==> config.mk <==
export PLATFORM = sky130hd
export DESIGN_NAME = host_pins_parallel_io_mux
export DESIGN_NICKNAME = d
export VERILOG_FILES = /design/src/pin_mux_pkg.sv /design/src/host_pins_parallel_io_mux.sv /design/src/host_reg_mem.sv
export SDC_FILE = /design/constraint.sdc
export NUM_CORES = 1
export LEC_CHECK = 0
export ABC_AREA = 0
export CELL_PAD_IN_SITES_DETAIL_PLACEMENT = 0
export CELL_PAD_IN_SITES_GLOBAL_PLACEMENT = 2
export CORE_MARGIN = 2
export CORE_UTILIZATION = 46
export CTS_BUF_LIST = sky130_fd_sc_hd__clkbuf_4 sky130_fd_sc_hd__clkbuf_8
export CTS_CLUSTER_SIZE = 24
export DETAILED_ROUTE_END_ITERATION = 7
export DONT_BUFFER_PORTS = 1
export PLACE_DENSITY = 0.82
export REMOVE_ABC_BUFFERS = 1
export SYNTH_ARGS = -nofsm -noshare
export SYNTH_HDL_FRONTEND = slang
export SYNTH_HIERARCHICAL = 1
export SYNTH_SLANG_ARGS = --single-unit
==> constraint.sdc <==
create_clock -name clk -period 2.6 [get_ports clk]
set_clock_uncertainty 0.1 [all_clocks]
set_input_delay 0.13 -clock clk [delete_from_list [all_inputs] [get_ports clk]]
set_output_delay 0.13 -clock clk [all_outputs]
set_load 0.02 [all_outputs]
==> src/pin_mux_pkg.sv <==
// Shared constants, register map and carrier types for the host pin and parallel port block.
package pin_mux_pkg;

  localparam logic [7:0] OFF_CONFIG     = 8'h00;
  localparam logic [7:0] OFF_PA_DIR     = 8'h04;
  localparam logic [7:0] OFF_PA_DATA    = 8'h08;
  localparam logic [7:0] OFF_PB_DIR     = 8'h0c;
  localparam logic [7:0] OFF_PB_DATA    = 8'h10;
  localparam logic [7:0] OFF_PC_DIR     = 8'h14;
  localparam logic [7:0] OFF_PC_DATA    = 8'h18;
  localparam logic [7:0] OFF_HOST_DATA  = 8'h1c;
  localparam logic [7:0] OFF_STATUS     = 8'h20;
  localparam logic [7:0] OFF_IRQ_STAT   = 8'h24;
  localparam logic [7:0] OFF_IRQ_MASK   = 8'h28;
  localparam logic [7:0] OFF_HOST_REGS  = 8'h40;

  localparam int CFG_HOST_MODE_BIT = 1;
  localparam int CFG_PORT_B_BIT    = 2;
  localparam int CFG_PORT_C_BIT    = 7;
  localparam int EDGE_TWO_BIT      = 8;
  localparam int EDGE_ONE_BIT      = 9;

  localparam int IRQ_HOST_WRITE_BIT = 0;
  localparam int IRQ_HOST_READ_BIT  = 1;
  localparam int IRQ_EXT_ONE_BIT    = 2;
  localparam int IRQ_EXT_TWO_BIT    = 3;

  localparam int ST_THR_EMPTY_BIT = 0;
  localparam int ST_RBR_FULL_BIT  = 1;
  localparam int ST_DMA_MODE_BIT  = 2;
  localparam int ST_HOST_IRQ_BIT  = 3;

  localparam logic [9:0] CONFIG_RESET = 10'h000;
  localparam logic [7:0] DIR_RESET    = 8'h00;
  localparam logic [7:0] DATA_RESET   = 8'h00;
  localparam logic [3:0] STATUS_RESET = 4'h1;
  localparam logic [3:0] MASK_RESET   = 4'h0;

  localparam int HOST_REG_COUNT = 8;
  localparam logic [2:0] HOST_IDX_DATA = 3'h0;

  typedef struct packed {
    logic       select_n;
    logic       write_n;
    logic       read_n;
    logic [2:0] reg_index;
    logic [7:0] data;
  } host_pins_t;

  typedef struct packed {
    logic [7:0] out;
    logic [7:0] oe;
  } pin_drive_t;

endpackage : pin_mux_pkg

==> src/host_pins_parallel_io_mux.sv <==
// Pin multiplexer between a host-facing emulated serial port and parallel ports A, B and C.
//
// Design decisions made here: the register addresses and register access over APB.
`timescale 1ns/1ps
`default_nettype none

// Operation
// - In host mode the eight shared data pins form a two-way host data bus.
// - In host mode the driver disable output is low while the host reads.
// - The host puts a register index on three address pins and the device uses it.
// - In host mode the host interrupt output is high while an interrupt is pending.
// - In host DMA mode the transmit-ready output is low while the transmit holding register is empty.
// - In host DMA mode the receive-ready output is low while a received byte waits.
// - Outside host mode each port A line has its own direction.
// - In host mode the port A pins belong to the host data bus.
// - Port B lines are general I/O with own directions only when the port function is chosen.
// - Port C bits 5 to 0 have own directions; bits 7 and 6 are inputs showing the interrupt pins.
// - Writing one to port C bit 7 or 6 clears that edge capture latch; zero does nothing.
// - Configuration bit 7 switches port C between general I/O and serial channel A.
// - Host strobes pass two flip-flops before any logic uses them.
module host_pins_parallel_io_mux
  import pin_mux_pkg::*;
(
  input  wire logic        clk,
  input  wire logic        rstn,
  input  wire logic        psel,
  input  wire logic        penable,
  input  wire logic        pwrite,
  input  wire logic [7:0]  paddr,
  input  wire logic [31:0] pwdata,
  output logic             pready,
  output logic      [31:0] prdata,
  output logic             pslverr,
  output logic             irq,
  input  wire logic [7:0]  port_a_lines_in,
  output logic      [7:0]  port_a_lines_out,
  output logic      [7:0]  port_a_lines_oe,
  input  wire logic [7:0]  port_b_lines_in,
  output logic      [7:0]  port_b_lines_out,
  output logic      [7:0]  port_b_lines_oe,
  input  wire logic [7:0]  port_c_lines_in,
  output logic      [7:0]  port_c_lines_out,
  output logic      [7:0]  port_c_lines_oe,
  input  wire logic        ext_irq_one_n,
  input  wire logic        ext_irq_two_n,
  input  wire logic        host_select_n,
  input  wire logic        host_write_n,
  input  wire logic        host_read_n,
  input  wire logic [2:0]  host_reg_index,
  input  wire logic [7:0]  serial_b_alt_out,
  input  wire logic [7:0]  serial_b_alt_oe,
  input  wire logic [7:0]  serial_a_alt_out,
  input  wire logic [7:0]  serial_a_alt_oe,
  input  wire logic        alt_tx_b,
  input  wire logic        alt_irq_pin,
  input  wire logic        alt_tx_ready_pin,
  input  wire logic        alt_rx_ready_pin,
  output logic             host_driver_disable_n,
  output logic             host_irq,
  output logic             host_tx_ready_n,
  output logic             host_rx_ready_n
);

  // Two-stage synchronisers for every pin input; stage one feeds only stage two.
  host_pins_t  host_s1_reg, host_s2_reg;
  logic [7:0]  pa_s1_reg, pa_s2_reg, pb_s1_reg, pb_s2_reg, pc_s1_reg, pc_s2_reg;
  logic [1:0]  ext_s1_reg, ext_s2_reg, ext_prev_reg;

  logic [9:0]  config_reg, config_next;
  logic [7:0]  pa_dir_reg, pa_dir_next, pa_data_reg, pa_data_next;
  logic [7:0]  pb_dir_reg, pb_dir_next, pb_data_reg, pb_data_next;
  logic [7:0]  pc_dir_reg, pc_dir_next, pc_data_reg, pc_data_next;
  logic [1:0]  capture_reg, capture_next;
  logic [3:0]  status_reg, status_next;
  logic [3:0]  irq_stat_reg, irq_stat_next, irq_mask_reg, irq_mask_next;
  logic [7:0]  host_out_reg, host_out_next;
  logic        host_rd_prev_reg, host_wr_prev_reg;
  logic        pready_next;
  logic [31:0] prdata_next;
  logic        pslverr_next;

  pin_drive_t  pa_drive_next, pb_drive_next, pc_drive_next;
  logic        hdis_next, hirq_next, htx_next, hrx_next;

  logic        host_mode;
  logic        host_rd_act, host_wr_act, host_rd_start, host_wr_end;
  logic        apb_wr, apb_rd;
  logic [2:0]  cpu_idx;
  logic [7:0]  mem_rd_host, mem_rd_cpu;
  logic [1:0]  ext_fall;

  assign host_mode = config_reg[CFG_HOST_MODE_BIT];
  assign apb_wr    = psel && penable && pwrite && !pready;
  assign apb_rd    = psel && penable && !pwrite && !pready;
  assign cpu_idx   = paddr[4:2];

  // The host strobes only count while selected and in host mode.
  assign host_rd_act   = host_mode && !host_s2_reg.select_n && !host_s2_reg.read_n;
  assign host_wr_act   = host_mode && !host_s2_reg.select_n && !host_s2_reg.write_n;
  assign host_rd_start = host_rd_act && !host_rd_prev_reg;
  // Data is taken at the end of the write strobe, when the host bus is known to be stable.
  assign host_wr_end   = !host_wr_act && host_wr_prev_reg;
  assign ext_fall      = ext_prev_reg & ~ext_s2_reg;

  host_reg_mem u_host_regs (
    .clk       (clk),
    .rstn      (rstn),
    .wr_en_a   (host_wr_end),
    .wr_idx_a  (host_s2_reg.reg_index),
    .wr_data_a (host_s2_reg.data),
    .wr_en_b   (apb_wr && paddr >= OFF_HOST_REGS && paddr <= 8'h5c && paddr[1:0] == 2'b00),
    .wr_idx_b  (cpu_idx),
    .wr_data_b (pwdata[7:0]),
    .rd_idx_a  (host_s2_reg.reg_index),
    .rd_idx_b  (cpu_idx),
    .rd_data_a (mem_rd_host),
    .rd_data_b (mem_rd_cpu)
  );

  always_comb begin
    config_next   = config_reg;
    pa_dir_next   = pa_dir_reg;
    pa_data_next  = pa_data_reg;
    pb_dir_next   = pb_dir_reg;
    pb_data_next  = pb_data_reg;
    pc_dir_next   = pc_dir_reg;
    pc_data_next  = pc_data_reg;
    capture_next  = capture_reg;
    status_next   = status_reg;
    irq_stat_next = irq_stat_reg;
    irq_mask_next = irq_mask_reg;
    host_out_next = host_out_reg;
    pready_next   = 1'b0;
    prdata_next   = 32'h0000_0000;
    pslverr_next  = 1'b0;
    // Edge capture latches; a clear that meets a new edge loses to it.
    if (apb_wr && paddr == OFF_PC_DATA) begin
      capture_next = capture_reg & ~pwdata[7:6];
    end
    if (config_reg[EDGE_ONE_BIT] && ext_fall[0]) begin
      capture_next[0] = 1'b1;
    end
    if (config_reg[EDGE_TWO_BIT] && ext_fall[1]) begin
      capture_next[1] = 1'b1;
    end
    if (apb_wr) begin
      pready_next = 1'b1;
      case (paddr)
        OFF_CONFIG:    config_next   = pwdata[9:0];
        OFF_PA_DIR:    pa_dir_next   = pwdata[7:0];
        OFF_PA_DATA:   pa_data_next  = pwdata[7:0];
        OFF_PB_DIR:    pb_dir_next   = pwdata[7:0];
        OFF_PB_DATA:   pb_data_next  = pwdata[7:0];
        OFF_PC_DIR:    pc_dir_next   = {2'b00, pwdata[5:0]};
        OFF_PC_DATA:   pc_data_next  = {2'b00, pwdata[5:0]};
        OFF_HOST_DATA: host_out_next = pwdata[7:0];
        OFF_STATUS:    status_next   = pwdata[3:0];
        OFF_IRQ_MASK:  irq_mask_next = pwdata[3:0];
        default: begin
          if (paddr < OFF_HOST_REGS || paddr[1:0] != 2'b00 || paddr > 8'h5c) begin
            pslverr_next = 1'b1;
          end
        end
      endcase
    end else if (apb_rd) begin
      pready_next = 1'b1;
      case (paddr)
        OFF_CONFIG:    prdata_next = {22'h0, config_reg};
        OFF_PA_DIR:    prdata_next = {24'h0, pa_dir_reg};
        OFF_PA_DATA:   prdata_next = {24'h0, pa_s2_reg};
        OFF_PB_DIR:    prdata_next = {24'h0, pb_dir_reg};
        OFF_PB_DATA:   prdata_next = {24'h0, pb_s2_reg};
        OFF_PC_DIR:    prdata_next = {24'h0, pc_dir_reg};
        OFF_PC_DATA:   prdata_next = {24'h0, ext_s2_reg[1], ext_s2_reg[0], pc_s2_reg[5:0]};
        OFF_HOST_DATA: prdata_next = {24'h0, host_out_reg};
        OFF_STATUS:    prdata_next = {28'h0, status_reg};
        OFF_IRQ_STAT:  prdata_next = {26'h0, capture_reg, irq_stat_reg};
        OFF_IRQ_MASK:  prdata_next = {28'h0, irq_mask_reg};
        default: begin
          if (paddr >= OFF_HOST_REGS && paddr[1:0] == 2'b00 && paddr <= 8'h5c) begin
            prdata_next = {24'h0, mem_rd_cpu};
          end else begin
            pslverr_next = 1'b1;
          end
        end
      endcase
    end
    // Host data-register traffic moves the holding and receive flags.
    if (host_wr_end && host_s2_reg.reg_index == HOST_IDX_DATA) begin
      status_next[ST_THR_EMPTY_BIT] = 1'b0;
    end
    if (host_rd_start && host_s2_reg.reg_index == HOST_IDX_DATA) begin
      status_next[ST_RBR_FULL_BIT] = 1'b0;
    end
    // Read of the status clears it; a new event in the same cycle still sets.
    if (apb_rd && paddr == OFF_IRQ_STAT) begin
      irq_stat_next = 4'h0;
    end
    if (host_wr_end) irq_stat_next[IRQ_HOST_WRITE_BIT] = 1'b1;
    if (host_rd_start) irq_stat_next[IRQ_HOST_READ_BIT] = 1'b1;
    if (capture_next[0] && !capture_reg[0]) irq_stat_next[IRQ_EXT_ONE_BIT] = 1'b1;
    if (capture_next[1] && !capture_reg[1]) irq_stat_next[IRQ_EXT_TWO_BIT] = 1'b1;
  end

  always_comb begin
    // Port A gives way to the host bus in host mode and drives only during host reads.
    if (host_mode) begin
      pa_drive_next.out = host_rd_act ? ((host_s2_reg.reg_index == HOST_IDX_DATA) ?
                          host_out_reg : mem_rd_host) : 8'h00;
      pa_drive_next.oe  = {8{host_rd_act}};
    end else begin
      pa_drive_next.out = pa_data_reg;
      pa_drive_next.oe  = pa_dir_reg;
    end
    if (config_reg[CFG_PORT_B_BIT]) begin
      pb_drive_next.out = pb_data_reg;
      pb_drive_next.oe  = pb_dir_reg;
    end else begin
      pb_drive_next.out = serial_b_alt_out;
      pb_drive_next.oe  = serial_b_alt_oe;
    end
    if (config_reg[CFG_PORT_C_BIT]) begin
      pc_drive_next.out = {2'b00, pc_data_reg[5:0]};
      pc_drive_next.oe  = {2'b00, pc_dir_reg[5:0]};
    end else begin
      pc_drive_next.out = {2'b00, serial_a_alt_out[5:0]};
      pc_drive_next.oe  = {2'b00, serial_a_alt_oe[5:0]};
    end
    if (host_mode) begin
      hdis_next = !host_rd_act;
      hirq_next = status_reg[ST_HOST_IRQ_BIT];
      htx_next  = !(status_reg[ST_DMA_MODE_BIT] && status_reg[ST_THR_EMPTY_BIT]);
      hrx_next  = !(status_reg[ST_DMA_MODE_BIT] && status_reg[ST_RBR_FULL_BIT]);
    end else begin
      hdis_next = alt_tx_b;
      hirq_next = alt_irq_pin;
      htx_next  = alt_tx_ready_pin;
      hrx_next  = alt_rx_ready_pin;
    end
  end

  always_ff @(posedge clk or negedge rstn) begin
    if (!rstn) begin
      host_s1_reg           <= '1;
      host_s2_reg           <= '1;
      pa_s1_reg             <= DATA_RESET;
      pa_s2_reg             <= DATA_RESET;
      pb_s1_reg             <= DATA_RESET;
      pb_s2_reg             <= DATA_RESET;
      pc_s1_reg             <= DATA_RESET;
      pc_s2_reg             <= DATA_RESET;
      ext_s1_reg            <= 2'b11;
      ext_s2_reg            <= 2'b11;
      ext_prev_reg          <= 2'b11;
      host_rd_prev_reg      <= 1'b0;
      host_wr_prev_reg      <= 1'b0;
      config_reg            <= CONFIG_RESET;
      pa_dir_reg            <= DIR_RESET;
      pa_data_reg           <= DATA_RESET;
      pb_dir_reg            <= DIR_RESET;
      pb_data_reg           <= DATA_RESET;
      pc_dir_reg            <= DIR_RESET;
      pc_data_reg           <= DATA_RESET;
      capture_reg           <= 2'b00;
      status_reg            <= STATUS_RESET;
      irq_stat_reg          <= MASK_RESET;
      irq_mask_reg          <= MASK_RESET;
      host_out_reg          <= DATA_RESET;
      pready                <= 1'b0;
      prdata                <= 32'h0000_0000;
      pslverr               <= 1'b0;
      irq                   <= 1'b0;
      port_a_lines_out      <= DATA_RESET;
      port_a_lines_oe       <= DIR_RESET;
      port_b_lines_out      <= DATA_RESET;
      port_b_lines_oe       <= DIR_RESET;
      port_c_lines_out      <= DATA_RESET;
      port_c_lines_oe       <= DIR_RESET;
      host_driver_disable_n <= 1'b1;
      host_irq              <= 1'b0;
      host_tx_ready_n       <= 1'b1;
      host_rx_ready_n       <= 1'b1;
    end else begin
      host_s1_reg           <= {host_select_n, host_write_n, host_read_n, host_reg_index,
                                port_a_lines_in};
      host_s2_reg           <= host_s1_reg;
      pa_s1_reg             <= port_a_lines_in;
      pa_s2_reg             <= pa_s1_reg;
      pb_s1_reg             <= port_b_lines_in;
      pb_s2_reg             <= pb_s1_reg;
      pc_s1_reg             <= port_c_lines_in;
      pc_s2_reg             <= pc_s1_reg;
      ext_s1_reg            <= {ext_irq_two_n, ext_irq_one_n};
      ext_s2_reg            <= ext_s1_reg;
      ext_prev_reg          <= ext_s2_reg;
      host_rd_prev_reg      <= host_rd_act;
      host_wr_prev_reg      <= host_wr_act;
      config_reg            <= config_next;
      pa_dir_reg            <= pa_dir_next;
      pa_data_reg           <= pa_data_next;
      pb_dir_reg            <= pb_dir_next;
      pb_data_reg           <= pb_data_next;
      pc_dir_reg            <= pc_dir_next;
      pc_data_reg           <= pc_data_next;
      capture_reg           <= capture_next;
      status_reg            <= status_next;
      irq_stat_reg          <= irq_stat_next;
      irq_mask_reg          <= irq_mask_next;
      host_out_reg          <= host_out_next;
      pready                <= pready_next;
      prdata                <= prdata_next;
      pslverr               <= pslverr_next;
      irq                   <= |(irq_stat_next & irq_mask_next);
      port_a_lines_out      <= pa_drive_next.out;
      port_a_lines_oe       <= pa_drive_next.oe;
      port_b_lines_out      <= pb_drive_next.out;
      port_b_lines_oe       <= pb_drive_next.oe;
      port_c_lines_out      <= pc_drive_next.out;
      port_c_lines_oe       <= pc_drive_next.oe;
      host_driver_disable_n <= hdis_next;
      host_irq              <= hirq_next;
      host_tx_ready_n       <= htx_next;
      host_rx_ready_n       <= hrx_next;
    end
  end

endmodule : host_pins_parallel_io_mux
`default_nettype wire

==> src/host_reg_mem.sv <==
// Small register file holding the emulated controller registers the host reaches.
`timescale 1ns/1ps
`default_nettype none
module host_reg_mem
  import pin_mux_pkg::*;
(
  input  wire logic       clk,
  input  wire logic       rstn,
  input  wire logic       wr_en_a,
  input  wire logic [2:0] wr_idx_a,
  input  wire logic [7:0] wr_data_a,
  input  wire logic       wr_en_b,
  input  wire logic [2:0] wr_idx_b,
  input  wire logic [7:0] wr_data_b,
  input  wire logic [2:0] rd_idx_a,
  input  wire logic [2:0] rd_idx_b,
  output logic      [7:0] rd_data_a,
  output logic      [7:0] rd_data_b
);

  logic [7:0] mem_reg  [HOST_REG_COUNT];
  logic [7:0] mem_next [HOST_REG_COUNT];
  logic [7:0] rd_a_next;
  logic [7:0] rd_b_next;

  // Port b is the processor side; a host write to the same entry wins.
  always_comb begin
    for (int i = 0; i < HOST_REG_COUNT; i++) begin
      mem_next[i] = mem_reg[i];
      if (wr_en_b && wr_idx_b == 3'(i)) begin
        mem_next[i] = wr_data_b;
      end
      if (wr_en_a && wr_idx_a == 3'(i)) begin
        mem_next[i] = wr_data_a;
      end
    end
    rd_a_next = mem_reg[rd_idx_a];
    rd_b_next = mem_reg[rd_idx_b];
  end

  always_ff @(posedge clk or negedge rstn) begin
    if (!rstn) begin
      for (int i = 0; i < HOST_REG_COUNT; i++) begin
        mem_reg[i] <= DATA_RESET;
      end
      rd_data_a <= DATA_RESET;
      rd_data_b <= DATA_RESET;
    end else begin
      mem_reg   <= mem_next;
      rd_data_a <= rd_a_next;
      rd_data_b <= rd_b_next;
    end
  end

endmodule : host_reg_mem
`default_nettype wire

* Word level (Yosys, flattened, before mapping)
Index checks and enable logic that the tools add are counted.
Word-level totals: output and inout port bits 87, input port bits 113, bits in registers 323, word-level logic and storage cells 238
Operators by class: reduce and logical (&&, ||, !) cells 85, order comparisons 6, bitwise gates (word level) 7, equal/unequal tests 24, muxes and demuxes 57
Operator list (number):
- two-way mux 8 bit | 23
- case mux 10 bit (11 select lines) | 1
- binary-select mux 8 bit (select 3 bit) | 2
- logical AND 1 bit | 40
- == test 8 x 5 -> 1 bit, second input constant | 4
- two-way mux 16 bit | 2
- nonzero test 2 bit | 13
- == test 3 bit, second input constant | 8
- == test 8 x 6 -> 1 bit, second input constant | 3
- AND reduction 2 bit | 11
- two-way mux 1 bit | 20
- two-way mux 10 bit | 2
- == test 8 x 4 -> 1 bit, second input constant | 2
- two-way mux 14 bit | 1
- == test 3 x 2 -> 1 bit, second input constant | 4
- logical NOT 1 bit | 12
- two-way mux 4 bit | 3
- OR reduction 11 bit | 1
- OR reduction 10 bit | 1
- == test 8 x 3 -> 1 bit, second input constant | 1
- greater-or-equal comparator 4 bit, second input constant | 2
- greater-or-equal comparator 8 x 7 -> 1 bit, second input constant | 1
- > comparator 8 x 7 -> 1 bit, second input constant | 1
- <= comparator 8 x 7 -> 1 bit, second input constant | 1
- other kinds (12) | 20

* Logic depth before layout (Yosys ltp)
depth after elaboration 10, gate-level depth with buffers 8, mapped depth without buffers 6

* Cells and area by module
Netlist, hierarchy kept.
Modules (own cells, without submodules):
- host_pins_parallel_io_mux | sequential area each 5477.8 um2, area each 8433.1 um2, times used 1, cells an instance 573
- host_reg_mem | sequential area each 2001.9 um2, area each 4608.2 um2, times used 1, cells an instance 381

* Least setup slack after synthesis
Ideal clock, no wire load.
kind reg-to-reg, from reg pready, to reg u_host_regs/mem_reg[53] (netlist name), arrival time 1.971 ns, stages on the path, launching flop included 8, path slack 0.393 ns, cell sequence dfrtp_1 and4b_1 clkbuf_1 and2_1 nor4bb_1 buf_2 mux2i_1 o21ai_0
On the way: word-level cells in the longest chain between the ends 7
Ends and longest elaborated chain:
- start: declaration | RTL line host_pins_parallel_io_mux.sv:31 | output logic pready,
- start signal: assignment | RTL line host_pins_parallel_io_mux.sv:310 | pready <= pready_next;
- logical NOT 1 bit | RTL line host_pins_parallel_io_mux.sv:93 | assign apb_wr = psel && penable && pwrite && !pready;
- logical AND 1 bit | RTL line host_pins_parallel_io_mux.sv:93
- logical AND 1 bit (3 in a row) | RTL line host_pins_parallel_io_mux.sv:111 | .wr_en_b (apb_wr && paddr >= OFF_HOST_REGS && paddr <= 8'h5c && paddr[1:0] == 2'b00),
- logical AND 1 bit | RTL line host_reg_mem.sv:30 | if (wr_en_b && wr_idx_b == 3'(i)) begin
- nonzero test 2 bit (no source line)
- end signal: assignment | RTL line host_reg_mem.sv:49 | mem_reg <= mem_next;
- end: declaration | RTL line host_reg_mem.sv:21 | logic [7:0] mem_reg [HOST_REG_COUNT];
No other way between the ends. A chain may end at the register's enable or synchronous reset.

* Final worst setup path
from reg pready, to reg irq_mask_reg[2]
On the way: word-level cells in the longest chain between the ends 3
Ends and longest elaborated chain:
- logical NOT 1 bit | RTL line host_pins_parallel_io_mux.sv:93
- logical AND 1 bit | RTL line host_pins_parallel_io_mux.sv:93
- two-way mux 4 bit | RTL line host_pins_parallel_io_mux.sv:146 | if (apb_wr) begin
- via irq_mask_next[2] | RTL line host_pins_parallel_io_mux.sv:75 | logic [3:0] irq_stat_reg, irq_stat_next, irq_mask_reg, irq_mask_next;
- end signal: assignment | RTL line host_pins_parallel_io_mux.sv:308 | irq_mask_reg <= irq_mask_next;
- end: declaration | RTL line host_pins_parallel_io_mux.sv:75
The timed path passes the listed nets, and every way through them passes these cells.

==> out/qor.yml <==
die-area_um2: 29700
violations: "negative hold slack"
synth.avg_cell_area_um2: 13.7
seqPwrFrac_pct: 49.8
drt_iter0_drc: 607
synth_async_sr_flop_share_pct: 100
first_pass_iters: 5
r2r_end: "irq_mask_reg[2]"
p_leak_nw: 6.54
path_cells: "buf_4, nand4b_1, dlygate4sd3_1, o31ai_1, dlygate4sd3_1, nand2_1"
max_stage_delay_ns: 0.62
clk_latency_ns: 0.58
status: "finished, violations left"
cts_buffers: 50
grt_setup_unrepaired: "false"
ys_seq_area_share_pct: 57.4
finalMaxSlewViolations: 0
netlist_instances: 954
wl_um: 35200
r2r-start: "pready"
finalPower_w: 0.00989
ir_drop_mv: 0.417
synth_edf_count: 0
grt_overflow_total: 0
largest_reg_flops: 64
final-hold-violation-count: 297
cts_max_level: 2
post-route-util_pct: 56.0
switching_power_w: 0.00224
root_buffer: "clkbuf_8"
placedInstanceArea_um2: 13300
startpoint_type: "register"
rows: 61
grt_pass1_vias: 8420
initial_core_util_pct: 46.8
dp_hpwl_um: 21100
intPower_w: 0.00765
gp_congestion: 0.856
grt_first_pass_wirelength_um: 52500
drc: 0
numPortBuffers: 0
max-slew-margin-rel_pct: 18.1
clk_pin_slew_ns: 0.06
swShare_pct: 22.7
synth-seq-cells: 297
clock_sinks: 297
fin_crit_ns: 2.45
syn_area_um2: 13000
arrival_ns: 2.82
fp.dieW_um: 172
pwr-share-comb_pct: 5.2
drt-vias-per-instance: 5.55
r2r_slack_ns: 0.15
fin_hold_ws_ns: -0.838
core_area_um2: 27900
cts_setup_buffers: 0
powerDensity_nw_per_um2: 634
endpoint: "irq_mask_reg[2]"
worst_slew_pin_slew_ns: 1.22
drive_above_1_share_pct: 29.2
cts_tree: "built"
ios: 200
area_growth_pct: 19.6
min_period_over_period_pct: 94.3
cp_max_fo: 4
crit_type: "reg -> reg"
worst_path_max_delay_cell: "dlygate4sd3_1"
ys_types: 59
clockPowerShare_pct: 44.9
setup.worst_path.start: "pready"
antenna_found_initial: 5
crit_path_end_kind: "register"
design_area_um2: 15600
cts_hold_buf: 110
fp.dieH_um: 172
routedWlPerCell_um: 23.5
synth_flop_cell: "dfrtp_1"
num_vias: 8325
fmax_mhz: 408
hold_class: "in -> async"
cpMostUsedCell: "dlygate4sd3_1"
ant_nets: 0
cp_data_required_time_ns: 2.97
track_usage_pct: 24.1
drv_cap: 0
nNetsFinal: 1191
setup_viol: 0
ys_warn_count: 6
reg2reg_depth: 6
grt_max_degree: 298
post_cts_resized: 0
clock_path_buffers: 3
cell usage in the layout (no fill, tap or decap), types with 6 or more instances in the layout:
cell / count
nand2_2: 6
and2_1: 9
mux2i_1: 79
a22o_1: 6
mux4_2: 11
nand2_1: 43
nand4_1: 7
nor2_1: 40
clkbuf_4: 22
mux4_1: 29
mux2_2: 113
a31oi_1: 8
a21oi_1: 39
nand3b_1: 7
nand3_1: 6
buf_4: 38
o21ai_0: 45
dfstp_2: 38
a22oi_1: 7
nand4b_1: 7
dlygate4sd3_1: 107
inv_1: 21
conb_1: 26
dfrtp_1: 259
o22ai_1: 8
clkbuf_8: 63
kinds of logic after synthesis:
| group | synth area share [%] |
|---|---|
| other | 0.0288 |
| muxes | 23.6 |
| and+or+nand+nor | 7.61 |
| DFF | 57.4 |
| buffers and inverters | 5.04 |
| AOI/OAI and AO/OA | 6.32 |
per-stage QoR:
stage	worst slack (ns)	TNS [ns]	instances
6_report	0.148	0	1500
5_1_grt	0.0504	0	1499
4_1_cts	0.167	0	1496
3_5_place_dp	0.306	0	1294
3_3_place_gp	0.316	0	1294
2_1_floorplan	-0.426	-9.03	878
power groups by stage:
stage / logic, W / registers (W) / clock network, W
after floorplan: 0.000219 / 0.00497 / 0
after global placement: 0.000277 / 0.00501 / 0
after detailed placement: 0.000280 / 0.00501 / 0
final: 0.000518 / 0.00493 / 0.00445
after CTS: 0.000512 / 0.00493 / 0.00456
after global routing: 0.000549 / 0.00494 / 0.00479
worst max-delay path, delay by kind of cell, from the launching register on:
kind	cells	cell delay, ns
flops	1	0.37
compound gates	1	0.28
buf+inv	3	1.38
simple gates	2	0.21
how the worst min path moves through the flow:
| stage | to | slack, ns | cells past startpoint |
|---|---|---|---|
| floorplan | capture_reg[0] | -0.27 | 0 |
| global placement | host_irq | -0.25 | 0 |
| detailed placement | host_irq | -0.25 | 0 |
| CTS | pa_dir_reg[0] | -0.87 | 0 |
| global route | pb_s1_reg[7] | -0.88 | 0 |
| finish | pb_s2_reg[7] | -0.84 | 0 |
synthesized netlist by cell type, types with 3 or more instances:
| cell | number | area, µm² |
|---|---|---|
| nand3b_1 | 7 | 52.6 |
| buf_4 | 28 | 210 |
| mux4_2 | 11 | 248 |
| a22oi_1 | 7 | 52.6 |
| nor4b_1 | 3 | 26.3 |
| nand4b_1 | 7 | 61.3 |
| buf_2 | 23 | 115 |
| dfrtp_1 | 259 | 6480 |
| a2bb2oi_1 | 3 | 26.3 |
| mux2i_1 | 79 | 791 |
| nand3_1 | 6 | 30.0 |
| a21oi_1 | 39 | 195 |
| or2_2 | 4 | 25.0 |
| nor2_1 | 40 | 150 |
| mux2_2 | 113 | 1270 |
| a22o_1 | 6 | 52.6 |
| nor4b_4 | 4 | 95.1 |
| buf_6 | 4 | 45.0 |
| mux4_1 | 29 | 762 |
| and4bb_2 | 4 | 50.1 |
| dfstp_2 | 38 | 998 |
| inv_1 | 21 | 78.8 |
| and3_1 | 4 | 25.0 |
| o22ai_1 | 8 | 50.1 |
| nor4bb_1 | 3 | 30.0 |
| o21ai_0 | 45 | 225 |
| nand4_1 | 7 | 43.8 |
| clkbuf_1 | 37 | 139 |
| nand2_1 | 43 | 161 |
| buf_1 | 5 | 18.8 |
| and2_1 | 9 | 56.3 |
| a31oi_1 | 8 | 50.1 |
| a32oi_1 | 4 | 35.0 |
| nand2_2 | 6 | 37.5 |
| nor4_1 | 4 | 25.0 |
| nor2b_1 | 3 | 18.8 |
final cells by class:
cell class	instances	area [µm²]
clock inverter	7	68.8
multi-input combinational	560	5030
clock buffer	85	1030
antenna	4	10.0
timing repair buffer	148	1420
sequential	297	7480
inverter	21	78.8
tap	378	473
fill	2271	12300
metal layers:
layer / global-route usage (%) / routed length (µm) / up-vias
met2: 37.8 / 16700 / 279
li1: - / - / 3688
met3: 5.15 / 2120 / 77
met4: 9.86 / 1220 / 4
met1: 32.9 / 15100 / 4277
met5: 0 / 27 / -
No activity file was read; power rests on OpenSTA's default activity.
